`src/rtl/dp_host_pkg.sv`:
```
// Constants and types for the host end of one port of a two-port static memory
// with collision flags and token semaphores.
// Assumes a single 25 MHz clock; all pin timing is counted in its cycles.
package dp_host_pkg;

  localparam int ADDR_W      = 14;
  localparam int DATA_W      = 16;
  localparam int TOKEN_SEL_W = 3;
  localparam int CNT_W       = 4;

  localparam int CLK_PERIOD_NS               = 40;
  localparam int ACCESS_NS                   = 55;
  localparam int FLAG_SETTLE_NS              = 45;
  localparam int WRITE_HOLD_AFTER_RELEASE_NS = 25;
  localparam int SYNC_STAGES                 = 2;

  // Least times round up to whole cycles, never below one
  function automatic int ceil_cycles(input int ns);
    int c;
    c = (ns + CLK_PERIOD_NS - 1) / CLK_PERIOD_NS;
    return (c < 1) ? 1 : c;
  endfunction

  localparam int ACCESS_CYC = ceil_cycles(ACCESS_NS);
  localparam int SETTLE_CYC = ceil_cycles(FLAG_SETTLE_NS) + SYNC_STAGES;
  localparam int HOLD_CYC   = ceil_cycles(WRITE_HOLD_AFTER_RELEASE_NS);
  localparam int READ_CYC   = ACCESS_CYC + SYNC_STAGES;

  localparam logic       FLAG_IDLE  = 1'h1;
  localparam logic [DATA_W-1:0] DATA_RST = 16'h0000;

  typedef enum logic [1:0] {
    OP_MEM_RD   = 2'h0,
    OP_MEM_WR   = 2'h1,
    OP_TOKEN_RD = 2'h2,
    OP_TOKEN_WR = 2'h3
  } op_t;

  typedef enum logic [5:0] {
    ST_IDLE      = 6'h01,
    ST_SETUP     = 6'h02,
    ST_STROBE    = 6'h04,
    ST_WAIT_FREE = 6'h08,
    ST_HOLD      = 6'h10,
    ST_DONE      = 6'h20
  } state_t;

endpackage

```
`src/rtl/pin_sample_if.sv`:
```
// Carries raw pin levels to the sampler and the synchronised copies back.
// Assumes both ends run on the same clock.
`timescale 1ns/100ps
interface pin_sample_if;
  logic                           flag_raw;
  logic                           flag_sync;
  logic [dp_host_pkg::DATA_W-1:0] data_raw;
  logic [dp_host_pkg::DATA_W-1:0] data_sync;

  modport sampler (input flag_raw, input data_raw, output flag_sync, output data_sync);
  modport user    (output flag_raw, output data_raw, input flag_sync, input data_sync);
endinterface

```
`src/rtl/pin_sampler.sv`:
```
// Two-stage synchronisers for the pins that the memory drives.
// Assumes pins are asynchronous to clock_i; the data word is only read once stable.
`timescale 1ns/100ps
module pin_sampler (
  input  wire logic         clock_i,
  input  wire logic         rst_b_i,
  pin_sample_if.sampler     smp
);
  logic                           flag_s1_ff;
  logic                           flag_s2_ff;
  logic [dp_host_pkg::DATA_W-1:0] data_s1_ff;
  logic [dp_host_pkg::DATA_W-1:0] data_s2_ff;

  always_ff @(posedge clock_i or negedge rst_b_i) begin
    if (!rst_b_i) begin
      flag_s1_ff <= dp_host_pkg::FLAG_IDLE;
      flag_s2_ff <= dp_host_pkg::FLAG_IDLE;
    end else begin
      flag_s1_ff <= smp.flag_raw;
      flag_s2_ff <= flag_s1_ff;
    end
  end

  always_ff @(posedge clock_i or negedge rst_b_i) begin
    if (!rst_b_i) begin
      data_s1_ff <= dp_host_pkg::DATA_RST;
      data_s2_ff <= dp_host_pkg::DATA_RST;
    end else begin
      data_s1_ff <= smp.data_raw;
      data_s2_ff <= data_s1_ff;
    end
  end

  assign smp.flag_sync = flag_s2_ff;
  assign smp.data_sync = data_s2_ff;
endmodule

```
`src/rtl/dp_port_host.sv`:
```
// Host controller for one port of a two-port static memory: word reads and writes,
// semaphore reads and writes, and the collision flag pin in either device mode.
// Assumes the memory pins are asynchronous to clock_i and the user port is synchronous.
`timescale 1ns/100ps

module dp_port_host (
  input  wire logic                           clock_i,
  input  wire logic                           rst_b_i,
  input  wire logic                           cmd_valid_i,
  output logic                                cmd_ready_o,
  input  wire dp_host_pkg::op_t               cmd_op_i,
  input  wire logic [dp_host_pkg::ADDR_W-1:0] cmd_addr_i,
  input  wire logic [dp_host_pkg::DATA_W-1:0] cmd_wdata_i,
  input  wire logic                           slave_mode_i,
  input  wire logic                           write_block_i,
  output logic                                rsp_valid_o,
  output logic [dp_host_pkg::DATA_W-1:0]      rsp_rdata_o,
  output logic                                rsp_collided_o,
  output logic                                ce_n_o,
  output logic                                token_space_select_n_o,
  output logic                                rw_n_o,
  output logic                                oe_n_o,
  output logic [dp_host_pkg::ADDR_W-1:0]      addr_o,
  output logic [dp_host_pkg::DATA_W-1:0]      data_o,
  output logic                                data_oe_o,
  input  wire logic [dp_host_pkg::DATA_W-1:0] data_i,
  input  wire logic                           port_collision_flag_n_i,
  output logic                                port_collision_flag_n_o,
  output logic                                port_collision_flag_oe_o
);
  typedef logic [dp_host_pkg::CNT_W-1:0] cnt_t;

  // Spans count from zero, so n cycles end at n-1
  function automatic cnt_t last_count(input int n);
    return cnt_t'(n - 1);
  endfunction

  function automatic logic op_is_token(input dp_host_pkg::op_t op);
    return (op == dp_host_pkg::OP_TOKEN_RD) || (op == dp_host_pkg::OP_TOKEN_WR);
  endfunction

  function automatic logic op_is_wr(input dp_host_pkg::op_t op);
    return (op == dp_host_pkg::OP_MEM_WR) || (op == dp_host_pkg::OP_TOKEN_WR);
  endfunction

  // Data bits cross one by one; they are only taken after standing still for the whole strobe
  pin_sample_if smp ();

  pin_sampler u_sampler (
    .clock_i (clock_i),
    .rst_b_i (rst_b_i),
    .smp     (smp.sampler)
  );

  assign smp.flag_raw = port_collision_flag_n_i;
  assign smp.data_raw = data_i;

  dp_host_pkg::state_t state_ff;
  dp_host_pkg::state_t nxt_state;
  cnt_t                cnt_ff;
  cnt_t                nxt_cnt;
  dp_host_pkg::op_t    op_ff;
  dp_host_pkg::op_t    op_now;
  logic                accept;
  logic                strobe_on;
  logic                select_on;
  logic                mem_wr;

  assign accept    = (state_ff == dp_host_pkg::ST_IDLE) && cmd_valid_i;
  assign op_now    = accept ? cmd_op_i : op_ff;
  assign mem_wr    = (op_ff == dp_host_pkg::OP_MEM_WR);
  assign select_on = (nxt_state != dp_host_pkg::ST_IDLE) && (nxt_state != dp_host_pkg::ST_DONE);
  assign strobe_on = (nxt_state == dp_host_pkg::ST_STROBE) || (nxt_state == dp_host_pkg::ST_WAIT_FREE)
                     || (nxt_state == dp_host_pkg::ST_HOLD);

  // Sequencing of one access
  always_comb begin
    nxt_state = state_ff;
    nxt_cnt   = cnt_t'(cnt_ff + cnt_t'(1));
    unique case (state_ff)
      dp_host_pkg::ST_IDLE: begin
        nxt_cnt = '0;
        if (cmd_valid_i) begin
          nxt_state = dp_host_pkg::ST_SETUP;
        end
      end
      dp_host_pkg::ST_SETUP: begin
        // Address and enable settle, and the flag has time to show through the sampler
        if (cnt_ff == last_count(dp_host_pkg::SETTLE_CYC)) begin
          nxt_state = dp_host_pkg::ST_STROBE;
          nxt_cnt   = '0;
        end
      end
      dp_host_pkg::ST_STROBE: begin
        // Only memory writes wait: the memory gates writes, never reads, on a flagged port
        if (mem_wr && !smp.flag_sync) begin
          nxt_state = dp_host_pkg::ST_WAIT_FREE;
          nxt_cnt   = '0;
        end else if (cnt_ff == last_count(op_is_wr(op_ff) ? dp_host_pkg::ACCESS_CYC
                                                             : dp_host_pkg::READ_CYC)) begin
          nxt_state = dp_host_pkg::ST_DONE;
        end
      end
      dp_host_pkg::ST_WAIT_FREE: begin
        // Strobe stays asserted; the write lands only once the flag is high again
        nxt_cnt = '0;
        if (smp.flag_sync) begin
          nxt_state = dp_host_pkg::ST_HOLD;
        end
      end
      dp_host_pkg::ST_HOLD: begin
        if (cnt_ff == last_count(dp_host_pkg::HOLD_CYC)) begin
          nxt_state = dp_host_pkg::ST_DONE;
        end
      end
      dp_host_pkg::ST_DONE: begin
        nxt_state = dp_host_pkg::ST_IDLE;
      end
      default: begin
        nxt_state = dp_host_pkg::ST_IDLE;
      end
    endcase
  end

  always_ff @(posedge clock_i or negedge rst_b_i) begin
    if (!rst_b_i) begin
      state_ff <= dp_host_pkg::ST_IDLE;
      cnt_ff   <= '0;
    end else begin
      state_ff <= nxt_state;
      cnt_ff   <= nxt_cnt;
    end
  end

  // Pin drive; every access ends with enable, select and output enable released
  always_ff @(posedge clock_i or negedge rst_b_i) begin
    if (!rst_b_i) begin
      op_ff                  <= dp_host_pkg::OP_MEM_RD;
      ce_n_o                 <= 1'h1;
      token_space_select_n_o <= 1'h1;
      rw_n_o                 <= 1'h1;
      oe_n_o                 <= 1'h1;
      addr_o                 <= '0;
      data_o                 <= dp_host_pkg::DATA_RST;
      data_oe_o              <= 1'h0;
    end else begin
      if (accept) begin
        op_ff  <= cmd_op_i;
        data_o <= cmd_wdata_i;
        // Semaphore space decodes only the low address bits; upper bits held at zero
        addr_o <= op_is_token(cmd_op_i)
                  ? {{(dp_host_pkg::ADDR_W-dp_host_pkg::TOKEN_SEL_W){1'b0}}, cmd_addr_i[dp_host_pkg::TOKEN_SEL_W-1:0]}
                  : cmd_addr_i;
      end
      ce_n_o                 <= !(select_on && !op_is_token(op_now));
      token_space_select_n_o <= !(select_on && op_is_token(op_now));
      rw_n_o                 <= !(strobe_on && op_is_wr(op_now));
      // Dropping the output enable after each read frees the latched semaphore value
      oe_n_o                 <= !(strobe_on && !op_is_wr(op_now));
      data_oe_o              <= select_on && op_is_wr(op_now);
    end
  end

  // Flag pin: input in master mode, driven in slave mode, low (inhibit) only while write_block_i is high
  always_ff @(posedge clock_i or negedge rst_b_i) begin
    if (!rst_b_i) begin
      port_collision_flag_oe_o <= 1'h0;
      port_collision_flag_n_o  <= dp_host_pkg::FLAG_IDLE;
    end else begin
      // Never driven in master mode: the memory's push-pull driver owns the pin then
      port_collision_flag_oe_o <= slave_mode_i;
      port_collision_flag_n_o  <= !write_block_i;
    end
  end

  // Answers to the user side
  always_ff @(posedge clock_i or negedge rst_b_i) begin
    if (!rst_b_i) begin
      cmd_ready_o    <= 1'h0;
      rsp_valid_o    <= 1'h0;
      rsp_rdata_o    <= dp_host_pkg::DATA_RST;
      rsp_collided_o <= 1'h0;
    end else begin
      cmd_ready_o <= (nxt_state == dp_host_pkg::ST_IDLE);
      rsp_valid_o <= (nxt_state == dp_host_pkg::ST_DONE);
      // The collision mark is a report only; the write itself already waited for the flag
      if (accept) begin
        rsp_collided_o <= 1'h0;
      end else if (nxt_state == dp_host_pkg::ST_WAIT_FREE) begin
        rsp_collided_o <= 1'h1;
      end
      if ((state_ff == dp_host_pkg::ST_STROBE) && (nxt_state == dp_host_pkg::ST_DONE) && !op_is_wr(op_ff)) begin
        rsp_rdata_o <= smp.data_sync;
      end
    end
  end
endmodule

```
`config.mk`:
```
export PLATFORM = sky130hd
export DESIGN_NAME = dp_port_host
export DESIGN_NICKNAME = d
export VERILOG_FILES = /design/src/rtl/dp_host_pkg.sv /design/src/rtl/pin_sample_if.sv /design/src/rtl/pin_sampler.sv /design/src/rtl/dp_port_host.sv
export SDC_FILE = /design/constraint.sdc
export NUM_CORES = 1
export LEC_CHECK = 0
export BUFFER_PORTS_ARGS = -buffer_cell sky130_fd_sc_hd__buf_2
export CAP_MARGIN = 10
export CORE_UTILIZATION = 45
export CTS_CLUSTER_DIAMETER = 60
export DETAILED_ROUTE_END_ITERATION = 16
export PLACE_DENSITY = 0.71
export SETUP_SLACK_MARGIN = 0.05
export SLEW_MARGIN = 20
export SYNTH_ARGS = -nofsm -noshare
export SYNTH_HDL_FRONTEND = slang
export SYNTH_SLANG_ARGS = --single-unit
```
`constraint.sdc`:
```
create_clock -name clock_i -period 2.9 [get_ports clock_i]
set_clock_uncertainty 0.05 [all_clocks]
set_input_delay 0.435 -clock clock_i [delete_from_list [all_inputs] [get_ports clock_i]]
set_output_delay 0.435 -clock clock_i [all_outputs]
set_load 0.01 [all_outputs]
```
**After elaboration in Yosys (flattened, before gate mapping)**

Cells that the tools add are included.

- Register bits: 102
- Output and inout port bits: 56
- Input bits: 54
- Word-level logic and storage cells: 86
- Memory bits (writable): 0
- Memories kept: 0
- Bits in latches: 0
- ROM bits: 0

- Reductions and logical operators: 28
- Equality and inequality tests: 21
- Mux-type cells: 15
- Shift-type cells: 0
- Bitwise logic cells: 0
- Divide/modulo/power cells: 0
- $lt $le $gt $ge: 0
- Multipliers: 0
- Add/subtract/negate cells: 2

Operators with widths:

| kind | number |
|---|---|
| 6-bit 2-to-1 mux | 6 |
| 6-bit case mux with 5 select lines | 1 |
| 14-bit 2-to-1 mux | 1 |
| 6-bit by 1-bit == test with 1-bit output (second input constant) | 2 |
| 6-bit by 3-bit == test with 1-bit output (second input constant) | 2 |
| 6-bit by 4-bit == test with 1-bit output (second input constant) | 2 |
| 6-bit by 5-bit == test with 1-bit output (second input constant) | 2 |
| 4-bit case mux with 3 select lines | 1 |
| 2-bit == test (second input constant) | 5 |
| 1-bit logical AND | 10 |
| 1-bit logical NOT | 9 |
| 4-bit 2-to-1 mux | 2 |
| 6-bit by 2-bit == test with 1-bit output (second input constant) | 1 |
| 6-bit == test (second input constant) | 1 |
| 1-bit logical OR | 6 |
| 6-bit by 1-bit != test with 1-bit output (second input constant) | 1 |
| 6-bit != test (second input constant) | 1 |
| 4-bit by 1-bit adder with 4-bit output (second input constant) | 1 |
| 2-bit by 1-bit == test with 1-bit output (second input constant) | 2 |
| 4-bit by 2-bit == test with 1-bit output (second input constant) | 1 |
| 4-bit == test | 1 |
| 4-bit logical NOT | 1 |
| 3-bit by 1-bit subtractor with 4-bit output (second input constant) | 1 |
| 3-bit 2-to-1 mux | 1 |
| 4 further kinds | 5 |

**Depth between registers and ports, before layout**

Gate-level depths: netlist of the first run.

- Depth after elaboration: 13
- Depth in mapped cells: 7

**By module**

A second synthesis of the first run with hierarchy kept.

- Cells, all modules: 283
- Area total of the unflattened synthesis: 3,642.2 µm²

Modules (own cells, without submodules):

| module | cells each | area an instance (µm²) | times used |
|---|---|---|---|
| dp_port_host | 249 | 2,788.9 | 1 |
| pin_sampler | 34 | 853.3 | 1 |

**Least setup slack after synthesis of the first run**

No wires, ideal clock.

- Path type: register -> register
- Start point: reg state_ff[0]
- End point: reg rsp_rdata_o[10] (netlist name)
- Path slack: 878 ps
- Arrival time: 1,847 ps
- Stages on the path, launching flop included: 7
- Cells stage by stage: dfstp_2 -> buf_4 -> nor4b_4 -> nand4_2 -> a211oi_4 -> buf_12 -> mux2_4

- Word-level cells in the longest chain between the ends: 6
- Elaborated cells between the ends (all ways): 15
- Those cells by class: eq/ne: 6; mux: 7; reduce/logical: 2

RTL lines:

| item | RTL line | text |
|---|---|---|
| start, declared | dp_port_host.sv:58 | `dp_host_pkg::state_t state_ff;` |
| start signal, assigned | dp_port_host.sv:127 | `state_ff <= dp_host_pkg::ST_IDLE;` |
| start signal, assigned | dp_port_host.sv:130 | `state_ff <= nxt_state;` |
| 6-bit 2-to-1 mux | dp_port_host.sv:99 | `end else if (cnt_ff == last_count(op_is_wr(op_ff) ? dp_host_pkg::ACCESS_CYC` |
| 6-bit 2-to-1 mux | dp_port_host.sv:96 | `if (mem_wr && !smp.flag_sync) begin` |
| 6-bit case mux with 5 select lines | dp_port_host.sv:80 | `unique case (state_ff)` |
| 6-bit == test | dp_port_host.sv:192 | `if ((state_ff == dp_host_pkg::ST_STROBE) && (nxt_state == dp_host_pkg::ST_DONE) && !op_is_wr(op_ff)) begin` |
| 1-bit logical AND * (2 in a row) | dp_port_host.sv:192 |  |
| end signal, assigned | dp_port_host.sv:181 | `rsp_rdata_o <= dp_host_pkg::DATA_RST;` |
| end signal, assigned | dp_port_host.sv:193 | `rsp_rdata_o <= smp.data_sync;` |
| end, declared | dp_port_host.sv:17 | `output logic [dp_host_pkg::DATA_W-1:0] rsp_rdata_o,` |

Mark *: on every way between the ends. The rest lies on a longest branch, timed or not.
A chain may end at the register's enable or synchronous reset.

**Final worst setup path of the first run**

- Start point: reg state_ff[1]
- End point: reg rsp_rdata_o[4] (netlist name)

The elaborated chain is that of the path after synthesis.

==> flow_metrics.tcl, run 1 <==
set metrics [dict create \
    status "finished clean" \
    antenna_found_initial 0 \
    p_leak_nw 2.22 \
    cts_tree "done" \
    grt_pass1_wl_um 10800 \
    nets 423 \
    cap_violations 0 \
    ir_drop_v 0.000452 \
    p_per_area_nw_per_um2 839 \
    tightest_slew_ns 0.463 \
    crit_fanout 16 \
    clkPwrFrac_pct 22.8 \
    routabilityCongestion 0.917 \
    viasPerCell 4.85 \
    p_sw_mw 1.20 \
    worstSetupPathType "flip-flop to flip-flop" \
    hpwlAfterDp_um 4730 \
    synth-seq-cells 102 \
    start_util_pct 47.3 \
    synth-edff-count 0 \
    routed_wl_um 6520 \
    synthToLayoutAreaGrowth_pct 23.7 \
    io_buffer_count 109 \
    postRouteAntennaNets 0 \
    seq_power_share_pct 50.0 \
    synth_nets 303 \
    drv_slew 0 \
    start_kind "flip-flop" \
    period_share_pct 72.8 \
    diodes 0 \
    finalSetupTns_ns 0 \
    fin_crit_ns 2.11 \
    numCtsBuffers 9 \
    final_util_pct 58.5 \
    grt_pass1_vias 2347 \
    syn_area_sq_um 3710 \
    postCtsResizedCells 0 \
    critPathArrivalTime_ns 2.31 \
    finalSetupViolCount 0 \
    drtPass1Iterations 4 \
    slew_headroom_pct 68.7 \
    async_reset_ff_share_pct 100 \
    synth_flop_cell "dfrtp_1" \
    ios 110 \
    rsz0062_at_grt "false" \
    p_comb_share_pct 27.2 \
    ys_types 44 \
    fp.dieW_um 92.8 \
    hp-class "primary input to flip-flop" \
    clockRootBuffer "clkbuf_8" \
    worstSetupEndpointType "flip-flop" \
    clk_path_buf_depth 2 \
    dr.first_iter.drc_count 78 \
    hold_viol_final 0 \
    vias 2300 \
    cp.required_ns 3.10 \
    clkTransAtPathRegs_ns 0.10 \
    syn_inst 247 \
    htree_levels 3 \
    die_area_sq_um 8610 \
    drc 0 \
    fmax_mhz 474 \
    insertion_delay_ns 0.35 \
    rows 32 \
    die_h_um 92.8 \
    cts.sinks 102 \
    avgSynthCellArea_sq_um 15.0 \
    wl_per_cell_um 13.8 \
    ys_seq_area_share_pct 69.1 \
    core_area_sq_um 7850 \
    drive_above_1_share_pct 49.7 \
    p_int_mw 2.65 \
    ys_warn_count 0 \
    whs_ns 0.125 \
    post_cts_buffers 0 \
    grt_max_degree 37 \
    grt_util_all_layers_pct 16.4 \
    switching_share_pct 31.1 \
    grt_overflow_total 0 \
]
## state kept, by name (all words and copies together), names as in the netlist, 2 cells and up
register	cells
data_o	16
u_sampler.smp.data_sync	16
state_ff	6
addr_o	14
u_sampler.data_s1_ff	16
op_ff	2
cnt_ff	4
rsp_rdata_o	16
## logic make-up after synthesis
kind of cell | synth area share (%)
flip-flops | 69.1
AND/OR/NAND/NOR | 10.1
multiplexers | 12.2
AO/OA/AOI/OAI | 5.26
buffers and inverters | 1.79
XOR/XNOR | 0.945
adder cells (fa/ha/maj) | 0.674
## routing by layer
| metal | share of wire (%) | track usage [%] | routed length, um |
|---|---|---|---|
| met5 | 0 | 0 | 0 |
| met4 | 1.8 | 7.31 | 119 |
| met3 | 8.1 | 4.76 | 529 |
| met2 | 45 | 25.2 | 2910 |
| met1 | 45 | 21.5 | 2960 |
## synthesized netlist by cell type, types with 2 or more instances
| cell type | instances | share of area (%) |
|---|---|---|
| a31o_2 | 2 | 0.47 |
| a31oi_1 | 2 | 0.34 |
| a41oi_1 | 2 | 0.47 |
| and2_1 | 2 | 0.34 |
| clkbuf_1 | 4 | 0.40 |
| dfrtp_1 | 94 | 63 |
| dfstp_2 | 8 | 5.7 |
| ha_1 | 2 | 0.67 |
| inv_1 | 5 | 0.51 |
| mux2_2 | 26 | 7.9 |
| mux2_4 | 10 | 4.0 |
| nand2_1 | 13 | 1.3 |
| nand2b_1 | 12 | 2.0 |
| nand3_1 | 7 | 0.94 |
| nand4_1 | 2 | 0.34 |
| nor2_1 | 8 | 0.81 |
| nor2b_1 | 2 | 0.34 |
| nor3_1 | 2 | 0.27 |
| o21ai_0 | 17 | 2.3 |
| xor2_1 | 3 | 0.71 |
## power groups by stage
stage	combinational (mW)	clock (mW)	sequential (mW)
5_1_grt	1.17	0.960	1.97
2_1_floorplan	0.557	0	2.03
4_1_cts	1.06	0.913	1.93
3_3_place_gp	1.04	0	1.94
3_5_place_dp	1.06	0	1.95
6_report	1.05	0.878	1.92
## final cells by class
cell class | instances | area [sq um]
flip-flops and latches | 102 | 2560
clock buffers | 9 | 124
inverters | 5 | 18.8
repair buffers | 116 | 603
multi-input cells | 133 | 1080
well taps | 102 | 128
fillers | 699 | 3260
clock inverters | 7 | 72.6
## layout by cell type, fill, tap and decap left out, types with 3 or more instances in the layout
cell type / instances
dfstp_2: 8
o21ai_0: 17
clkbuf_8: 9
nor2_1: 8
buf_4: 7
nand2_1: 13
dfrtp_1: 94
clkinv_2: 3
mux2_4: 10
inv_1: 5
nand3_1: 7
mux2_2: 26
buf_2: 108
xor2_1: 3
nand2b_1: 12
## repair_timing
| item | CTS | global route |
|---|---|---|
| hold buffers | 1 | 0 |
| endpoints found under the setup margin | 0 | 0 |
| hold endpoints to repair | 31 | 0 |
## worst max-delay path, cell delays in order, from the launching register on
cell and delay (ns):
dfrtp_1 0.49, nor4b_4 0.37, nand4_2 0.19, a211oi_4 0.23, buf_4 0.31, mux2_2 0.37
## final timing paths
path,start,endpoint,slack [ns],cells past startpoint
max,state_ff[1],rsp_rdata_o[4],0.79,5
min,data_i[4],u_sampler.data_s1_ff[4],0.13,1
max reg2reg,state_ff[1],rsp_rdata_o[4],0.79,5
min reg2reg,u_sampler.data_s1_ff[15],u_sampler.smp.data_sync[15],0.30,0
max in group asynchronous,rst_b_i,port_collision_flag_n_o,1.56,3
min in group asynchronous,rst_b_i,rsp_rdata_o[7],0.50,2
## through the flow
step / power (mW) / std cells / worst slack, ns / instance area (sq um)
global route: 4.09 / 474 / 0.692 / 4590
CTS: 3.90 / 474 / 0.774 / 4590
finish: 3.85 / 474 / 0.788 / 4590
detailed placement: 3.01 / 457 / 0.793 / 4380
floorplan: 2.59 / 247 / 0.878 / 3710
global placement: 2.97 / 457 / 0.851 / 4380
Note: power is estimated with default switching activity, not from simulation.
==> inputs of run 2 (changes only) <==
Clock period 2.9 ns to 2.1 ns, I/O delays scaled along.
==> flow_metrics.tcl, run 2 (synthesis gave the netlist of run 1 again) <==
set metrics [dict create \
    worstSetupPathType "flip-flop to flip-flop" \
    clk_path_buf_depth 2 \
    routed_wl_um 6510 \
    slew_headroom_pct 71.5 \
    hold_viol_final 0 \
    cts_tree "done" \
    status "finished clean" \
    rsz0062_at_grt "true" \
    rrSetupSlack_ns 0.13 \
    hp-class "primary input to flip-flop" \
    layout.area.seq_sq_um 2560 \
    fin_crit_ns 1.97 \
    grt_util_met1_pct 21.9 \
    wl_per_cell_um 13.0 \
    routabilityCongestion 0.818 \
    numCtsBuffers 9 \
    tightest_slew_ns 0.428 \
    insertion_delay_ns 0.36 \
    rows 32 \
    dr.first_iter.drc_count 63 \
    critPathArrivalTime_ns 2.22 \
    antenna_found_initial 0 \
    cts.sinks 102 \
    core_area_sq_um 7850 \
    setup_ws_ns 0.125 \
    die_area_sq_um 8610 \
    io_buffer_count 109 \
    clkTransAtPathRegs_ns 0.09 \
    grt_overflow_total 0 \
    crit_fanout 4 \
    period_share_pct 94.0 \
    diodes 0 \
    num-fill-cells 644 \
    grt_pass1_vias 2410 \
    grt_pass1_wl_um 11000 \
    grt_util_all_layers_pct 16.4 \
    multi_input_area_sq_um 1100 \
    final_common_cell "buf_2" \
    drive_above_1_share_pct 49.5 \
    postLayoutCellArea_sq_um 4860 \
    ios 110 \
    start_kind "flip-flop" \
    viasPerCell 4.81 \
    post-place-ws_ns 0.124 \
    met3_usage_pct 4.52 \
    die_h_um 92.8 \
    finalSetupViolCount 0 \
    grt_use_met2_pct 25.4 \
    place_area_sq_um 4440 \
    grt_max_degree 39 \
    finalSetupTns_ns 0 \
    vias 2403 \
    fp.dieW_um 92.8 \
    final_cell_mix "buf_2, dfrtp_1, mux2_2" \
    cp.required_ns 2.35 \
    postRouteAntennaNets 0 \
    ir_drop_v 0.000673 \
    p_per_area_nw_per_um2 1100 \
    drc 0 \
    drtPass1Iterations 4 \
    whs_ns 0.137 \
    top_usage_layer "met2" \
    p_leak_nw 2.32 \
    fmax_mhz 506 \
    start_util_pct 47.3 \
    synthToLayoutAreaGrowth_pct 31.0 \
    htree_levels 3 \
    drv_slew 0 \
    hpwlAfterDp_um 4610 \
    cap_violations 0 \
    nets 449 \
    clockRootBuffer "clkbuf_8" \
    worstSetupEndpointType "flip-flop" \
]
run 2: changes by cell type in the layout (fill, tap and decap cells not counted), moves of 2 or more:
cell and delta:
buf_4 +6, clkinv_4 +2, clkinv_2 -3, dlygate4sd3_1 +19
run 2: per-layer routing:
metal / vias up / share of wire [%]
met5: - / 0
met4: 0 / 1.5
met3: 10 / 7.0
met2: 85 / 46
met1: 1162 / 46
li1: 1146 / -
run 2: layout make-up:
cell class | count | area share (%)
clock buffers | 10 | 2.83
well taps | 102 | 2.63
repair buffers | 142 | 17.7
flip-flops and latches | 102 | 52.7
clock inverters | 6 | 1.13
inverters | 5 | 0.386
multi-input cells | 133 | 22.6
run 2: power breakdown:
group | switching [mW] | internal (mW)
Clock | 0.673 | 0.484
Sequential | 0.255 | 2.40
Combinational | 0.761 | 0.786
run 2: what timing repair did:
action,CTS,global route
endpoints found under the hold margin,48,1
buffers inserted,0,1
hold buffers,19,1
gates resized for setup,0,5
endpoints found under the setup margin,0,9
run 2: worst paths after layout:
kind	to	depth (start not counted)	start
worst max register to register	rw_n_o	6	cnt_ff[1]
worst min-delay path	data_o[4]	2	cmd_wdata_i[4]
max in group asynchronous	port_collision_flag_n_o	3	rst_b_i
min in group asynchronous	rsp_rdata_o[14]	2	rst_b_i
worst max-delay path	rw_n_o	6	cnt_ff[1]
worst min register to register	u_sampler.smp.data_sync[8]	0	u_sampler.data_s1_ff[8]
run 2: metrics by stage:
step	power [mW]	std cells	utilization (%)
2_1_floorplan	3.58	247	-
3_3_place_gp	4.16	463	56.6
3_5_place_dp	4.20	463	56.6
4_1_cts	5.41	498	61.5
5_1_grt	5.73	500	61.9
6_report	5.36	500	61.9
run 2: worst max-delay path: stages, from the launching register on:
cell	delay, ns
dfrtp_1	0.43
inv_1	0.07
ha_2	0.17
or3b_1	0.36
and3_2	0.22
or4b_4	0.52
nand3_1	0.10
==> inputs of run 3 (changes only) <==
Settings changed: PLACE_DENSITY 0.71 to 0.74, REMOVE_ABC_BUFFERS from default to 1.
Clock period 2.1 ns to 1.75 ns, I/O delays scaled along.
==> flow_metrics.tcl, run 3 (synthesis gave the netlist of run 1 again) <==
set metrics [dict create \
    rows 32 \
    fmax_mhz 505 \
    drive_above_1_share_pct 63.9 \
    power.total_mw 7.60 \
    slowest_stage "dfrtp_2" \
    grt_overflow_total 0 \
    drc 0 \
    fin_crit_ns 1.98 \
    rsz0062_at_grt "true" \
    clkTransAtPathRegs_ns 0.10 \
    cp.required_ns 1.95 \
    clockRootBuffer "clkbuf_8" \
    crit_start "state_ff[1]" \
    antenna_found_initial 0 \
    final_common_cell "buf_2" \
    p_per_area_nw_per_um2 1350 \
    critPathArrivalTime_ns 2.19 \
    diodes 0 \
    drtPass1Iterations 4 \
    status "complete, but fails checks" \
    r2r_end "rsp_rdata_o[5]" \
    start_util_pct 47.3 \
    start_kind "flip-flop" \
    slew_headroom_pct 70.6 \
    drv_slew 0 \
    rrSetupSlack_ns -0.23 \
    routabilityCongestion 0.902 \
    dr.first_iter.drc_count 76 \
    nets 494 \
    ios 110 \
    place_area_sq_um 4600 \
    hpwlAfterDp_um 5500 \
    p_leak_nw 2.70 \
    routed_wl_um 8740 \
    path_cells "nor4b_4 > nand4_2 > a211oi_4 > buf_6 > buf_12 > mux2_4" \
    die_area_sq_um 8610 \
    fp.dieW_um 92.8 \
    vias 2682 \
    viasPerCell 4.92 \
    final_cell_mix "buf_2, dfrtp_1, buf_4" \
    multi_input_area_sq_um 1370 \
    worstSetupEndpointType "flip-flop" \
    numCtsBuffers 9 \
    die_h_um 92.8 \
    placed_cells 483 \
    layout.area.seq_sq_um 2570 \
    htree_levels 3 \
    max_stage_delay_ns 0.44 \
    ir_drop_v 0.000980 \
    io_buffer_count 109 \
    grt_pass1_wl_um 13600 \
    num-fill-cells 538 \
    cap_violations 0 \
    stdcell_count 545 \
    period_share_pct 113 \
    r2r-start "state_ff[1]" \
    endpoint "rsp_rdata_o[5]" \
    finalSetupViolCount 48 \
    wl_per_cell_um 16.0 \
    tightest_slew_ns 0.441 \
    clk_path_buf_depth 2 \
    postRouteAntennaNets 0 \
    grt_max_degree 33 \
    grt_util_all_layers_pct 20.9 \
    insertion_delay_ns 0.36 \
    postLayoutCellArea_sq_um 5640 \
    worstSetupPathType "flip-flop to flip-flop" \
    synthToLayoutAreaGrowth_pct 51.9 \
    cts_tree "done" \
    hold_viol_final 0 \
    crit_fanout 8 \
    hp-class "primary input to flip-flop" \
    core_area_sq_um 7850 \
    grt_pass1_vias 2817 \
    finalSetupTns_ns -6.23 \
    cts.sinks 102 \
    violations "negative setup slack" \
    setup_ws_ns -0.231 \
    worstRegToRegCells 6 \
]
-- run 3: changes by cell type in the layout (fill, tap and decap cells not counted), moves of 10 or more --
| cell | previous run | this run |
|---|---|---|
| buf_4 | 13 | 30 |
| buf_6 | 0 | 23 |
| nand2_1 | 13 | 3 |
| o21ai_0 | 17 | 0 |
-- run 3: layout make-up --
class	count	share of cell area, %
Clock buffer	9	2.20
Clock inverter	7	1.15
Inverter	5	0.333
Multi-Input combinational cell	133	24.3
Sequential cell	102	45.5
Tap cell	102	2.26
Timing Repair Buffer	187	24.2
-- run 3: critical path, delay by kind of cell (launching register included) --
family | cells | cell delay (ns)
multiplexers | 1 | 0.31
AND/OR/NAND/NOR | 2 | 0.48
buffers and inverters | 2 | 0.30
AO/OA/AOI/OAI | 1 | 0.29
flip-flops | 1 | 0.44
-- run 3: worst min-delay path by stage --
stage,startpoint,end,cells past startpoint
floorplan,rst_b_i,addr_o[0],0
global placement,rst_b_i,u_sampler.smp.data_sync[13],1
detailed placement,rst_b_i,rsp_rdata_o[13],1
CTS,cmd_wdata_i[12],data_o[12],2
global route,cmd_wdata_i[4],data_o[4],2
finish,cmd_wdata_i[9],data_o[9],2
-- run 3: power by group --
part / internal [mW] / switching, mW
Clock: 0.550 / 0.843
Sequential: 2.88 / 0.332
Combinational: 1.64 / 1.35
Total: 5.07 / 2.53
-- run 3: per-stage QoR --
stage | hold slack (ns) | util (%) | setup slack [ns]
finish | 0.0744 | 71.8 | -0.231
CTS | 0.0575 | 68.3 | -0.188
detailed placement | 0.184 | 58.7 | -0.238
floorplan | -0.0831 | - | -1.11
global placement | 0.180 | 58.7 | -0.230
global route | 0.0416 | 71.8 | -0.299
-- run 3: timing repair --
action | in CTS | in global routing
hold buffers | 20 | 0
resized for setup | 55 | 58
hold endpoints to repair | 42 | 0
endpoints found under the setup margin | 55 | 62
pin swaps | 16 | 19
buffers inserted | 17 | 9
cloned | 1 | 3
-- run 3: metal layers --
layer  up-vias  share of wire, %  track usage [%]
li1       1235                 -                -
met1      1333                41             26.2
met2       100                53             34.6
met3        14               4.4             6.32
met4         0               1.7             6.79
met5         -                 0                0
